<file path="config.mk">
export PLATFORM = sky130hd
export DESIGN_NAME = spr_receiver
export DESIGN_NICKNAME = d
export VERILOG_FILES = /design/src/shared/spr_pkg.sv /design/src/core/spr_receiver.sv
export SDC_FILE = /design/constraint.sdc
export NUM_CORES = 1
export LEC_CHECK = 0
export BUFFER_PORTS_ARGS = -buffer_cell sky130_fd_sc_hd__buf_2
export CAP_MARGIN = 40
export CORE_MARGIN = 1
export CORE_UTILIZATION = 55
export DETAILED_ROUTE_END_ITERATION = 10
export HOLD_SLACK_MARGIN = 0.05
export PLACE_DENSITY_LB_ADDON = 0.15
export SLEW_MARGIN = 40
export SYNTH_ARGS = -nofsm -noshare
export SYNTH_HDL_FRONTEND = slang
export SYNTH_SLANG_ARGS = --single-unit
</file>
<file path="constraint.sdc">
create_clock -name clk_sys -period 13.6 [get_ports clk_sys]
set_input_delay 2.72 -clock clk_sys [delete_from_list [all_inputs] [get_ports clk_sys]]
set_output_delay 2.72 -clock clk_sys [all_outputs]
set_load 0.01 [all_outputs]
</file>
<file path="src/shared/spr_pkg.sv">
// Purpose: Shared constants and types of the digital audio receiver control block.
// Assumes: 100 MHz system clock; register indices are multiplied by four for byte addresses.
// Notes: The link carries 32-slot subframes, one bit per link clock rising edge.
`default_nettype none
package spr_pkg;
    // Register indices; the byte address is four times the index.
    localparam logic [15:0] IDX_LOCK = 16'hF600;
    localparam logic [15:0] IDX_CTRL = 16'hF601;
    localparam logic [15:0] IDX_DECODE = 16'hF602;
    localparam logic [15:0] IDX_COMP = 16'hF603;
    localparam logic [15:0] IDX_IRQ_STATUS = 16'hF610;
    localparam logic [15:0] IDX_IRQ_CLEAR = 16'hF611;
    localparam logic [15:0] IDX_IRQ_ENABLE = 16'hF612;
    // Control field positions and reset value.
    localparam int CTRL_QUICK_LOCK = 3;
    localparam int CTRL_LOSS_BEHAV = 2;
    localparam logic [3:0] CTRL_RESET = 4'h0;
    // Decode register field positions.
    localparam int DEC_RIGHT_LSB = 6;
    localparam int DEC_LEFT_LSB = 2;
    localparam int DEC_FAMILY = 1;
    localparam int DEC_TYPE = 0;
    // Interrupt bits.
    localparam int IRQ_LOCK_GAINED = 0;
    localparam int IRQ_LOCK_LOST = 1;
    localparam int IRQ_FORMAT = 2;
    // Lock run lengths.
    localparam logic [6:0] RUN_NORMAL = 7'h40;
    localparam logic [6:0] RUN_QUICK = 7'h08;
    // Subframe slot layout.
    localparam int SLOT_RIGHT = 1;
    localparam int SLOT_BLOCK = 2;
    localparam int SLOT_VALID = 28;
    localparam int SLOT_CS = 30;
    localparam logic [4:0] SLOT_LAST = 5'h1F;
    // Channel status bit positions.
    localparam logic [7:0] CS_NONAUDIO = 8'h01;
    localparam logic [7:0] CS_LEN_FIRST = 8'h20;
    localparam logic [7:0] CS_LEN_LAST = 8'h23;
    // Burst sync words of compressed streams and the family code range.
    localparam logic [15:0] BURST_SYNC_A = 16'hF872;
    localparam logic [15:0] BURST_SYNC_B = 16'h4E1F;
    localparam logic [4:0] FAMILY_LO = 5'h0B;
    localparam logic [4:0] FAMILY_HI = 5'h0D;
    // Timing: link silence that ends lock.
    localparam int CLK_NS = 10;
    localparam int LOSS_NS = 2000;
    localparam int LOSS_CYC = (LOSS_NS + CLK_NS - 1) / CLK_NS;
    // AXI responses.
    localparam logic [1:0] RESP_OKAY = 2'h0;
    localparam logic [1:0] RESP_SLVERR = 2'h2;

    // Decoded audio pair handed to the user side.
    typedef struct packed {
        logic [23:0] left;
        logic [23:0] right;
        logic strobe;
    } spr_audio_t;

    // Whole state of the receiver control block.
    typedef struct packed {
        logic [2:0] s1;
        logic [2:0] s2;
        logic lclk_prev;
        logic [4:0] slot;
        logic [31:0] sub;
        logic [6:0] run;
        logic locked;
        logic mute;
        logic [15:0] idle;
        logic [7:0] cs_idx;
        logic cs_na;
        logic [3:0] cs_l;
        logic [3:0] cs_r;
        logic [3:0] det_l;
        logic [3:0] det_r;
        logic a_type;
        logic family;
        logic [15:0] comp;
        logic [1:0] pstage;
        logic fclk;
        logic [15:0] half;
        logic [15:0] fcnt;
        spr_audio_t aud;
        logic aw_got;
        logic [15:0] aw_idx;
        logic aw_bad;
        logic w_got;
        logic [15:0] w_data;
        logic w_lane;
        logic awready;
        logic wready;
        logic bvalid;
        logic [1:0] bresp;
        logic arready;
        logic rvalid;
        logic [1:0] rresp;
        logic [31:0] rdata;
        logic [3:0] ctrl;
        logic [2:0] ist;
        logic [2:0] ien;
        logic irq;
    } spr_state_t;
endpackage
`default_nettype wire

</file>
<file path="src/core/spr_receiver.sv">
// Purpose: Lock, loss-of-lock, word length and format decode of a digital audio receiver.
// Assumes: Link slots 0-3 carry preamble flags, 4-27 audio LSB first, then V, U, C, P.
// Notes: Registers are reached over AXI4-Lite; byte address is four times the index.
//
// How it works
// - Quick-lock clear: lock declared after 64 consecutive valid samples.
// - Quick-lock set: lock declared after eight consecutive valid samples.
// - The loss behaviour bit governs the recovered frame clock output.
// - Behaviour 0: frame clock keeps running from its measured period after loss.
// - Behaviour 1: frame clock stops at once when lock is lost.
// - Length select 00 gives 24 bits, 01 gives 20, 10 gives 16.
// - Length select 11 takes the length from received channel status.
// - Decode register bits 9 to 6 show the right detected length code.
// - Decode register bits 5 to 2 show the left detected length code.
// - Codes 0010,1100,0100,1000,1010 mean 16 to 20 bits in 20-bit container.
// - Codes 0011,1101,0101,1001,1011 mean 20 to 24 bits in 24-bit container.
// - Decode bit 0 reads 0 for linear audio, 1 for compressed.
// - Decode bit 1 gives compression family, meaningful only when compressed.
// - Compressed streams expose their 16-bit compression code in a read-only register.
// - Nonaudio bits are decoded once per block, only while locked, to refresh the format fields.
// - Lock flag reads 1 once locked, 0 while no valid stream.
// - Losing lock mutes the audio output automatically.
//
// Register access over AXI4-Lite was chosen for this implementation.
`timescale 1ns/10ps
`default_nettype none
module spr_receiver #(
    parameter int ADDR_W = 20
) (
    input wire logic clk_sys,
    input wire logic sys_rst,
    input wire logic link_clk,
    input wire logic link_data,
    input wire logic link_sync,
    output spr_pkg::spr_audio_t audio,
    output logic frame_clk_out,
    output logic lock_out,
    output logic irq,
    input wire logic [ADDR_W-1:0] s_axi_awaddr,
    input wire logic s_axi_awvalid,
    output logic s_axi_awready,
    input wire logic [31:0] s_axi_wdata,
    input wire logic [3:0] s_axi_wstrb,
    input wire logic s_axi_wvalid,
    output logic s_axi_wready,
    output logic [1:0] s_axi_bresp,
    output logic s_axi_bvalid,
    input wire logic s_axi_bready,
    input wire logic [ADDR_W-1:0] s_axi_araddr,
    input wire logic s_axi_arvalid,
    output logic s_axi_arready,
    output logic [31:0] s_axi_rdata,
    output logic [1:0] s_axi_rresp,
    output logic s_axi_rvalid,
    input wire logic s_axi_rready
);
    // Eighteen bits reach the highest register; one more is needed to flag stray addresses.
    if (ADDR_W < 19 || ADDR_W > 32) begin : g_addr_check
        $error("spr_receiver: ADDR_W must lie between 19 and 32");
    end

    localparam logic [15:0] LOSS_LIMIT = 16'(spr_pkg::LOSS_CYC);

    spr_pkg::spr_state_t q;
    spr_pkg::spr_state_t n;

    ////////////////////////////////////////////////////////////////////////////////
    // Helpers.

    // Received length code to bit count; unknown codes fall back to the full word.
    function automatic logic [4:0] code_len(input logic [3:0] c);
        case (c)
            4'h2: code_len = 5'h10;
            4'hC: code_len = 5'h11;
            4'h4: code_len = 5'h12;
            4'h8: code_len = 5'h13;
            4'hA: code_len = 5'h14;
            4'h3: code_len = 5'h14;
            4'hD: code_len = 5'h15;
            4'h5: code_len = 5'h16;
            4'h9: code_len = 5'h17;
            4'hB: code_len = 5'h18;
            default: code_len = 5'h18;
        endcase
    endfunction

    // Keeps the top bits of a sample that the selected length allows.
    function automatic logic [23:0] trim(input logic [23:0] s, input logic [1:0] sel,
                                         input logic [3:0] det);
        logic [4:0] len;
        len = 5'h18;
        case (sel)
            2'h0: len = 5'h18;
            2'h1: len = 5'h14;
            2'h2: len = 5'h10;
            default: len = code_len(det);
        endcase
        trim = s & (24'hFFFFFF << (5'h18 - len));
    endfunction

    // Register read mux.
    function automatic logic [15:0] reg_read(input spr_pkg::spr_state_t s, input logic [15:0] i);
        case (i)
            spr_pkg::IDX_LOCK: reg_read = {15'h0000, s.locked};
            spr_pkg::IDX_CTRL: reg_read = {12'h000, s.ctrl};
            spr_pkg::IDX_DECODE: reg_read = {6'h00, s.det_r, s.det_l, s.family, s.a_type};
            spr_pkg::IDX_COMP: reg_read = s.comp;
            spr_pkg::IDX_IRQ_STATUS: reg_read = {13'h0000, s.ist};
            spr_pkg::IDX_IRQ_ENABLE: reg_read = {13'h0000, s.ien};
            default: reg_read = 16'h0000;
        endcase
    endfunction

    function automatic logic known_idx(input logic [15:0] i);
        known_idx = (i == spr_pkg::IDX_LOCK) || (i == spr_pkg::IDX_CTRL) ||
                    (i == spr_pkg::IDX_DECODE) || (i == spr_pkg::IDX_COMP) ||
                    (i == spr_pkg::IDX_IRQ_STATUS) || (i == spr_pkg::IDX_IRQ_CLEAR) ||
                    (i == spr_pkg::IDX_IRQ_ENABLE);
    endfunction

    ////////////////////////////////////////////////////////////////////////////////
    // Next-state logic.

    // Link sampling, subframe assembly, lock, decode, frame clock and register bus.
    always_comb begin
        logic edge_seen;
        logic [31:0] w;
        logic done;
        logic is_right;
        logic good;
        logic [6:0] target;
        logic lose;
        logic [2:0] ev;
        logic [2:0] clr;
        logic [15:0] word16;
        logic [15:0] fmt_old;
        edge_seen = 1'b0;
        w = 32'h00000000;
        done = 1'b0;
        is_right = 1'b0;
        good = 1'b0;
        target = spr_pkg::RUN_NORMAL;
        lose = 1'b0;
        ev = 3'h0;
        clr = 3'h0;
        word16 = 16'h0000;
        fmt_old = {q.det_r, q.det_l, q.family, q.a_type, 6'h00};
        n = q;
        n.aud.strobe = 1'b0;

        // Link pins pass two flops; only the second stage is looked at.
        n.s1 = {link_sync, link_data, link_clk};
        n.s2 = q.s1;
        n.lclk_prev = q.s2[0];
        edge_seen = q.s2[0] && !q.lclk_prev;

        // One slot per link rising edge; sync marks slot zero.
        if (edge_seen) begin
            n.idle = 16'h0000;
            n.slot = q.s2[2] ? 5'h00 : q.slot + 5'h01;
            w = q.sub;
            w[n.slot] = q.s2[1];
            n.sub = w;
            done = (n.slot == spr_pkg::SLOT_LAST);
        end else if (q.idle != 16'hFFFF) begin
            n.idle = q.idle + 16'h0001;
        end

        // A sample is valid with V clear and even parity over slots 4 to 31.
        is_right = w[spr_pkg::SLOT_RIGHT];
        good = !w[spr_pkg::SLOT_VALID] && !(^w[31:4]);
        target = q.ctrl[spr_pkg::CTRL_QUICK_LOCK] ? spr_pkg::RUN_QUICK
                                                  : spr_pkg::RUN_NORMAL;
        if (done) begin
            if (!good) begin
                n.run = 7'h00;
                lose = q.locked;
            end else if (q.run != 7'h7F) begin
                n.run = q.run + 7'h01;
            end
            if (good && !q.locked && (q.run + 7'h01 == target)) begin
                n.locked = 1'b1;
                n.mute = 1'b0;
                ev[spr_pkg::IRQ_LOCK_GAINED] = 1'b1;
            end
        end
        // A silent link also ends lock.
        if (q.locked && q.idle >= LOSS_LIMIT) begin
            lose = 1'b1;
            n.run = 7'h00;
        end
        if (lose) begin
            n.locked = 1'b0;
            n.mute = 1'b1;
            ev[spr_pkg::IRQ_LOCK_LOST] = 1'b1;
        end

        // Audio words leave trimmed to the chosen length, zero while muted.
        if (done && good && n.locked) begin
            if (is_right) begin
                n.aud.right = trim(w[27:4], q.ctrl[1:0], q.det_r);
                n.aud.strobe = 1'b1;
            end else begin
                n.aud.left = trim(w[27:4], q.ctrl[1:0], q.det_l);
            end
        end
        if (n.mute) begin
            n.aud.left = 24'h000000;
            n.aud.right = 24'h000000;
        end

        // Channel status gathering over the block; published once lengths are complete.
        if (done && n.locked) begin
            if (!is_right) begin
                n.cs_idx = w[spr_pkg::SLOT_BLOCK] ? 8'h00
                           : (q.cs_idx == 8'hFF ? q.cs_idx : q.cs_idx + 8'h01);
            end
            if (n.cs_idx == spr_pkg::CS_NONAUDIO && !is_right) begin
                n.cs_na = w[spr_pkg::SLOT_CS];
            end
            if (n.cs_idx >= spr_pkg::CS_LEN_FIRST && n.cs_idx <= spr_pkg::CS_LEN_LAST) begin
                if (is_right) begin
                    n.cs_r[n.cs_idx[1:0]] = w[spr_pkg::SLOT_CS];
                end else begin
                    n.cs_l[n.cs_idx[1:0]] = w[spr_pkg::SLOT_CS];
                end
            end
            if (is_right && n.cs_idx == spr_pkg::CS_LEN_LAST) begin
                n.det_l = n.cs_l;
                n.det_r = n.cs_r;
                n.a_type = n.cs_na;
            end
        end

        // Compressed bursts: two sync words, then the burst info word carries the code.
        word16 = w[27:12];
        if (done && good && n.locked) begin
            case (q.pstage)
                2'h0: n.pstage = (!is_right && word16 == spr_pkg::BURST_SYNC_A) ? 2'h1 : 2'h0;
                2'h1: n.pstage = (is_right && word16 == spr_pkg::BURST_SYNC_B) ? 2'h2 : 2'h0;
                2'h2: begin
                    n.pstage = 2'h0;
                    if (!is_right && n.a_type) begin
                        n.comp = word16;
                        n.family = (word16[4:0] >= spr_pkg::FAMILY_LO) &&
                                   (word16[4:0] <= spr_pkg::FAMILY_HI);
                    end
                end
                default: n.pstage = 2'h0;
            endcase
        end
        if ({n.det_r, n.det_l, n.family, n.a_type, 6'h00} != fmt_old) begin
            ev[spr_pkg::IRQ_FORMAT] = 1'b1;
        end

        // Frame clock: follows the link while locked; on loss the behaviour bit decides.
        n.fcnt = q.fcnt + 16'h0001;
        if (n.locked) begin
            if (done && !is_right) begin
                n.fclk = 1'b1;
                n.fcnt = 16'h0000;
            end else if (done && is_right) begin
                n.fclk = 1'b0;
                n.half = q.fcnt;
            end
        end else if (q.ctrl[spr_pkg::CTRL_LOSS_BEHAV]) begin
            n.fclk = 1'b0;
            n.fcnt = 16'h0000;
        end else if (q.half != 16'h0000 && q.fcnt >= q.half) begin
            n.fclk = !q.fclk;
            n.fcnt = 16'h0000;
        end

        // Write channel: address and data taken in either order, answered after both.
        if (s_axi_awvalid && q.awready) begin
            n.aw_got = 1'b1;
            n.aw_idx = s_axi_awaddr[17:2];
            n.aw_bad = (s_axi_awaddr[ADDR_W-1:18] != '0);
        end
        if (s_axi_wvalid && q.wready) begin
            n.w_got = 1'b1;
            n.w_data = s_axi_wdata[15:0];
            n.w_lane = s_axi_wstrb[0];
        end
        if (q.aw_got && q.w_got) begin
            n.aw_got = 1'b0;
            n.w_got = 1'b0;
            n.bvalid = 1'b1;
            n.bresp = (q.aw_bad || !known_idx(q.aw_idx)) ? spr_pkg::RESP_SLVERR
                                                          : spr_pkg::RESP_OKAY;
            if (!q.aw_bad && q.w_lane) begin
                case (q.aw_idx)
                    spr_pkg::IDX_CTRL: n.ctrl = q.w_data[3:0];
                    spr_pkg::IDX_IRQ_CLEAR: clr = q.w_data[2:0];
                    spr_pkg::IDX_IRQ_ENABLE: n.ien = q.w_data[2:0];
                    default: n.ctrl = q.ctrl;
                endcase
            end
        end else if (q.bvalid && s_axi_bready) begin
            n.bvalid = 1'b0;
        end
        n.awready = !n.aw_got && !n.bvalid && !(q.aw_got && q.w_got);
        n.wready = !n.w_got && !n.bvalid && !(q.aw_got && q.w_got);

        // Read channel: one read at a time, answered the cycle after the address.
        if (s_axi_arvalid && q.arready) begin
            n.rvalid = 1'b1;
            n.rdata = (s_axi_araddr[ADDR_W-1:18] != '0) ? 32'h00000000
                      : {16'h0000, reg_read(q, s_axi_araddr[17:2])};
            n.rresp = ((s_axi_araddr[ADDR_W-1:18] == '0) && known_idx(s_axi_araddr[17:2]))
                      ? spr_pkg::RESP_OKAY : spr_pkg::RESP_SLVERR;
        end else if (q.rvalid && s_axi_rready) begin
            n.rvalid = 1'b0;
        end
        n.arready = !n.rvalid;

        // Sticky status: a new event wins over a clear in the same cycle.
        n.ist = (q.ist & ~clr) | ev;
        n.irq = |(n.ist & n.ien);
    end

    // State register; reset brings every field to zero.
    always_ff @(posedge clk_sys) begin
        if (sys_rst) begin
            q <= '0;
        end else begin
            q <= n;
        end
    end

    ////////////////////////////////////////////////////////////////////////////////
    // Outputs, all straight from state flops.

    assign audio = q.aud;
    assign frame_clk_out = q.fclk;
    assign lock_out = q.locked;
    assign irq = q.irq;
    assign s_axi_awready = q.awready;
    assign s_axi_wready = q.wready;
    assign s_axi_bvalid = q.bvalid;
    assign s_axi_bresp = q.bresp;
    assign s_axi_arready = q.arready;
    assign s_axi_rvalid = q.rvalid;
    assign s_axi_rresp = q.rresp;
    assign s_axi_rdata = q.rdata;
endmodule
`default_nettype wire

</file>
==> results.json <==
{
  "fmax_mhz": 145,
  "setup_ws_ps": 6690,
  "run_status": "complete, no violations",
  "sw_frac_of_total": 0.232,
  "fin_area_mm2": 0.0152,
  "async_flop_share": 0,
  "synthToLayoutAreaGrowth_pct": 8.76,
  "period_share": 0.508,
  "arrival_ps": 7380,
  "path_max_fanout": 14,
  "routed_wl_mm": 35.7,
  "grt_max_degree": 101,
  "die_x_um": 161,
  "synth_area_per_cell_um2": 7.99,
  "power_density_mw_per_mm2": 104,
  "grt_pass1_wl_mm": 57.0,
  "synth.ff_latch_count": 259,
  "ctsResizeCount": 0,
  "cts_buffers": 29,
  "comb_power_share": 0.038,
  "cts_max_path_buffers": 3,
  "syn_area_mm2": 0.0140,
  "start_util": 0.568,
  "synthDominantCellAreaShare": 0.371,
  "seq_power_share": 0.489,
  "ys_warn_count": 0,
  "antenna_cells": 0,
  "hold_viol": 0,
  "post_cts_buffers": 0,
  "grt_overflow_total": 0,
  "layout.nets": 1904,
  "rows": 57,
  "pre_cts_slack_ps": 6390,
  "clkSlewWorstSetupHoldPaths_ps": 70,
  "crit_required_ps": 14070,
  "synth_cells": 1749,
  "synth_seq_area_share": 0.371,
  "wl_per_cell_um": 16.9,
  "cts-root-buf": "clkbuf_16",
  "crit_path_frequent_cell": "xnor2_1",
  "post-route-min-period_ps": 6910,
  "antenna_left": 0,
  "htree_levels": 1,
  "drt_iter0_drc": 1026,
  "numClockSinks": 259,
  "vias_per_cell": 5.77,
  "placed_cell_area_mm2": 0.0142,
  "worst_slew_pin_slew_ps": 878,
  "p_leak_uw": 0.00569,
  "ctsHoldBuffers": 0,
  "routabilityCongestion": 0.881,
  "fin_skew_ps": 26.3,
  "path_buf_inv": 2,
  "drive_above_1_share": 0.140,
  "coreArea_mm2": 0.0246,
  "drc": 0,
  "rsz0062_at_grt": "no",
  "die-area_mm2": 0.0261,
  "via_count": 12200,
  "peakVddDrop_mv": 0.101,
  "whs_ps": 427,
  "antenna_found_initial": 0,
  "insertion_delay_ps": 560,
  "dieHeight_um": 161,
  "grt_pass1_vias": 11000,
  "slew_viol_final": 0,
  "hpwl_mm": 24.6,
  "grt_usage": 0.267,
  "netlist.top_cell.by_area": "dfxtp_1",
  "crit_family": "simple AND/OR/NAND/NOR gates",
  "setup_tns_ps": 0,
  "crit_path_max_incr_delay_ps": 570,
  "cap_violations": 0,
  "numPortBuffers": 125,
  "critical_path_class": "flip-flop to flip-flop",
  "first_pass_iters": 6,
  "boundaryPins": 179,
  "cp-start-kind": "flip-flop",
  "intPower_uw": 1220,
  "clock_power_share": 0.473,
  "end_kind": "flip-flop",
  "synth_flop_cell": "dfxtp_1",
  "path_cells": "ha_1 -> nand3_1 -> xor2_1 -> nor3_1 -> nand2_1 -> mux2i_1 -> nor2_1 -> inv_1 -> ha_1 -> xnor2_1 -> xnor2_1 -> xnor2_1 -> xnor2_1 -> xnor2_1 -> xnor3_1 -> nor4_4 -> mux2i_1 -> nor2_1 -> inv_1 -> ha_1 -> or4_1 -> o211ai_1",
  "ys_types": 78,
  "hold_class": "flip-flop to flip-flop",
  "setup_viol": 0,
  "crit_slowest_cell": "dfxtp_1",
  "cts_tree": "built",
  "synth-edff-count": 0,
  "relSlewSlack": 0.408,
  "netSwitchingPower_uw": 367,
  "layout_common_cells": "nand2_1 (258), dfxtp_1 (258), a21oi_1 (189), nor2_1 (137), buf_2 (124)",
  "synth_area_leaders": "dfxtp_1 (37%), nand2_1 (6.9%), a21oi_1 (6.8%)"
}
[through the flow]
step,std cells,total power [uW],utilization
detailed placement,2053,850,0.579
floorplan,1766,834,-
CTS,2107,1590,0.616
global placement,2053,849,0.578
finish,2108,1580,0.618
global route,2108,1630,0.618
[path summary, 6_finish.rpt]
| kind | endpoint | slack, ps | start | cells after the start |
|---|---|---|---|---|
| worst min register to register | n[277]$_SDFF_PP0_ | 430 | n[278]$_SDFF_PP0_ | 1 |
| worst min-delay path | n[277]$_SDFF_PP0_ | 430 | n[278]$_SDFF_PP0_ | 1 |
| worst max register to register | flip-flop | 6690 | q[272]$_SDFFE_PP0P_ | 22 |
| worst max-delay path | flip-flop | 6690 | q[272]$_SDFFE_PP0P_ | 22 |
[state kept, by name (all words and copies together) (netlist names), named ones only]
signal         count
q                172
audio             49
s_axi_rdata       16
n                  4
frame_clk_out      1
irq                1
lock_out           1
s_axi_arready      1
s_axi_awready      1
s_axi_bresp        1
s_axi_bvalid       1
s_axi_rresp        1
s_axi_rvalid       1
s_axi_wready       1
[layer usage]
layer,up-vias,GRT usage,share of wire,routed length (um)
li1,6038,-,-,-
met1,5655,0.368,0.45,16200
met2,387,0.426,0.45,16100
met3,75,0.0378,0.060,2140
met4,0,0.0965,0.034,1220
met5,-,0,0,0
[power by group through the flow]
stage / registers, uW / clock network [uW] / logic (uW)
6_report: 775 / 749 / 59.4
5_1_grt: 776 / 792 / 66.3
4_1_cts: 775 / 759 / 59.2
3_5_place_dp: 791 / 0 / 59.0
3_3_place_gp: 791 / 0 / 58.1
2_1_floorplan: 788 / 0 / 45.4
[cell type report]
cell class                      instances  area, um2
Clock inverter                         15        116
Multi-Input combinational cell       1264       7670
Fill cell                            2239       9410
Timing Repair Buffer                  147        801
Clock buffer                           39        793
Inverter                               60        225
Sequential cell                       259       5190
Tap cell                              324        405
[cell families (layout without fill, tap and decap cells)]
kind of cell               Yosys count  after routing  share of synthesized area
xor gates and xnor gates            56             56                     0.0371
muxes                               63             63                     0.0477
other                                1             18                   0.000268
adders and majority gates           57             57                     0.0510
and+or+nand+nor                    700            700                      0.241
buffers and inverters              243            261                     0.0896
AOI/OAI and AO/OA                  370            370                      0.162
DFF                                259            259                      0.371
[worst reg2reg max path, cell delays in order (launching register included)]
cell,delay [ps]
dfxtp_1,570
ha_1,520
nand3_1,200
xor2_1,210
nor3_1,540
nand2_1,160
mux2i_1,160
nor2_1,460
inv_1,170
ha_1,330
xnor2_1,200
xnor2_1,150
xnor2_1,100
xnor2_1,280
xnor2_1,200
xnor3_1,570
nor4_4,510
mux2i_1,370
nor2_1,100
inv_1,150
ha_1,240
or4_1,510
o211ai_1,130
[synthesized netlist by cell type (4+ instances only)]
cell and number:
nor4b_1 5, inv_1 60, nand3_1 60, a31oi_1 9
mux2i_1 36, dfxtp_1 259, a22oi_1 19, clkbuf_1 79
nor2b_1 21, nor3_1 51, nand2_1 258, o211ai_1 13
a31o_2 4, buf_2 11, o21a_1 5, a211oi_1 12
o2111ai_1 8, nor4_1 13, nand3b_1 7, o31ai_1 6
nor2_1 139, buf_1 6, nand4b_1 7, o21ai_0 45
a21o_1 13, a21oi_1 190, buf_4 87, or4_1 21
or3_1 14, mux2_2 25, xnor2_1 37, xor2_1 17
nand2b_1 16, nor3b_1 11, ha_1 57, and3_1 18
and2_1 16, nand4_1 23, or2_2 8
No activity file was read; power rests on OpenSTA's default activity.
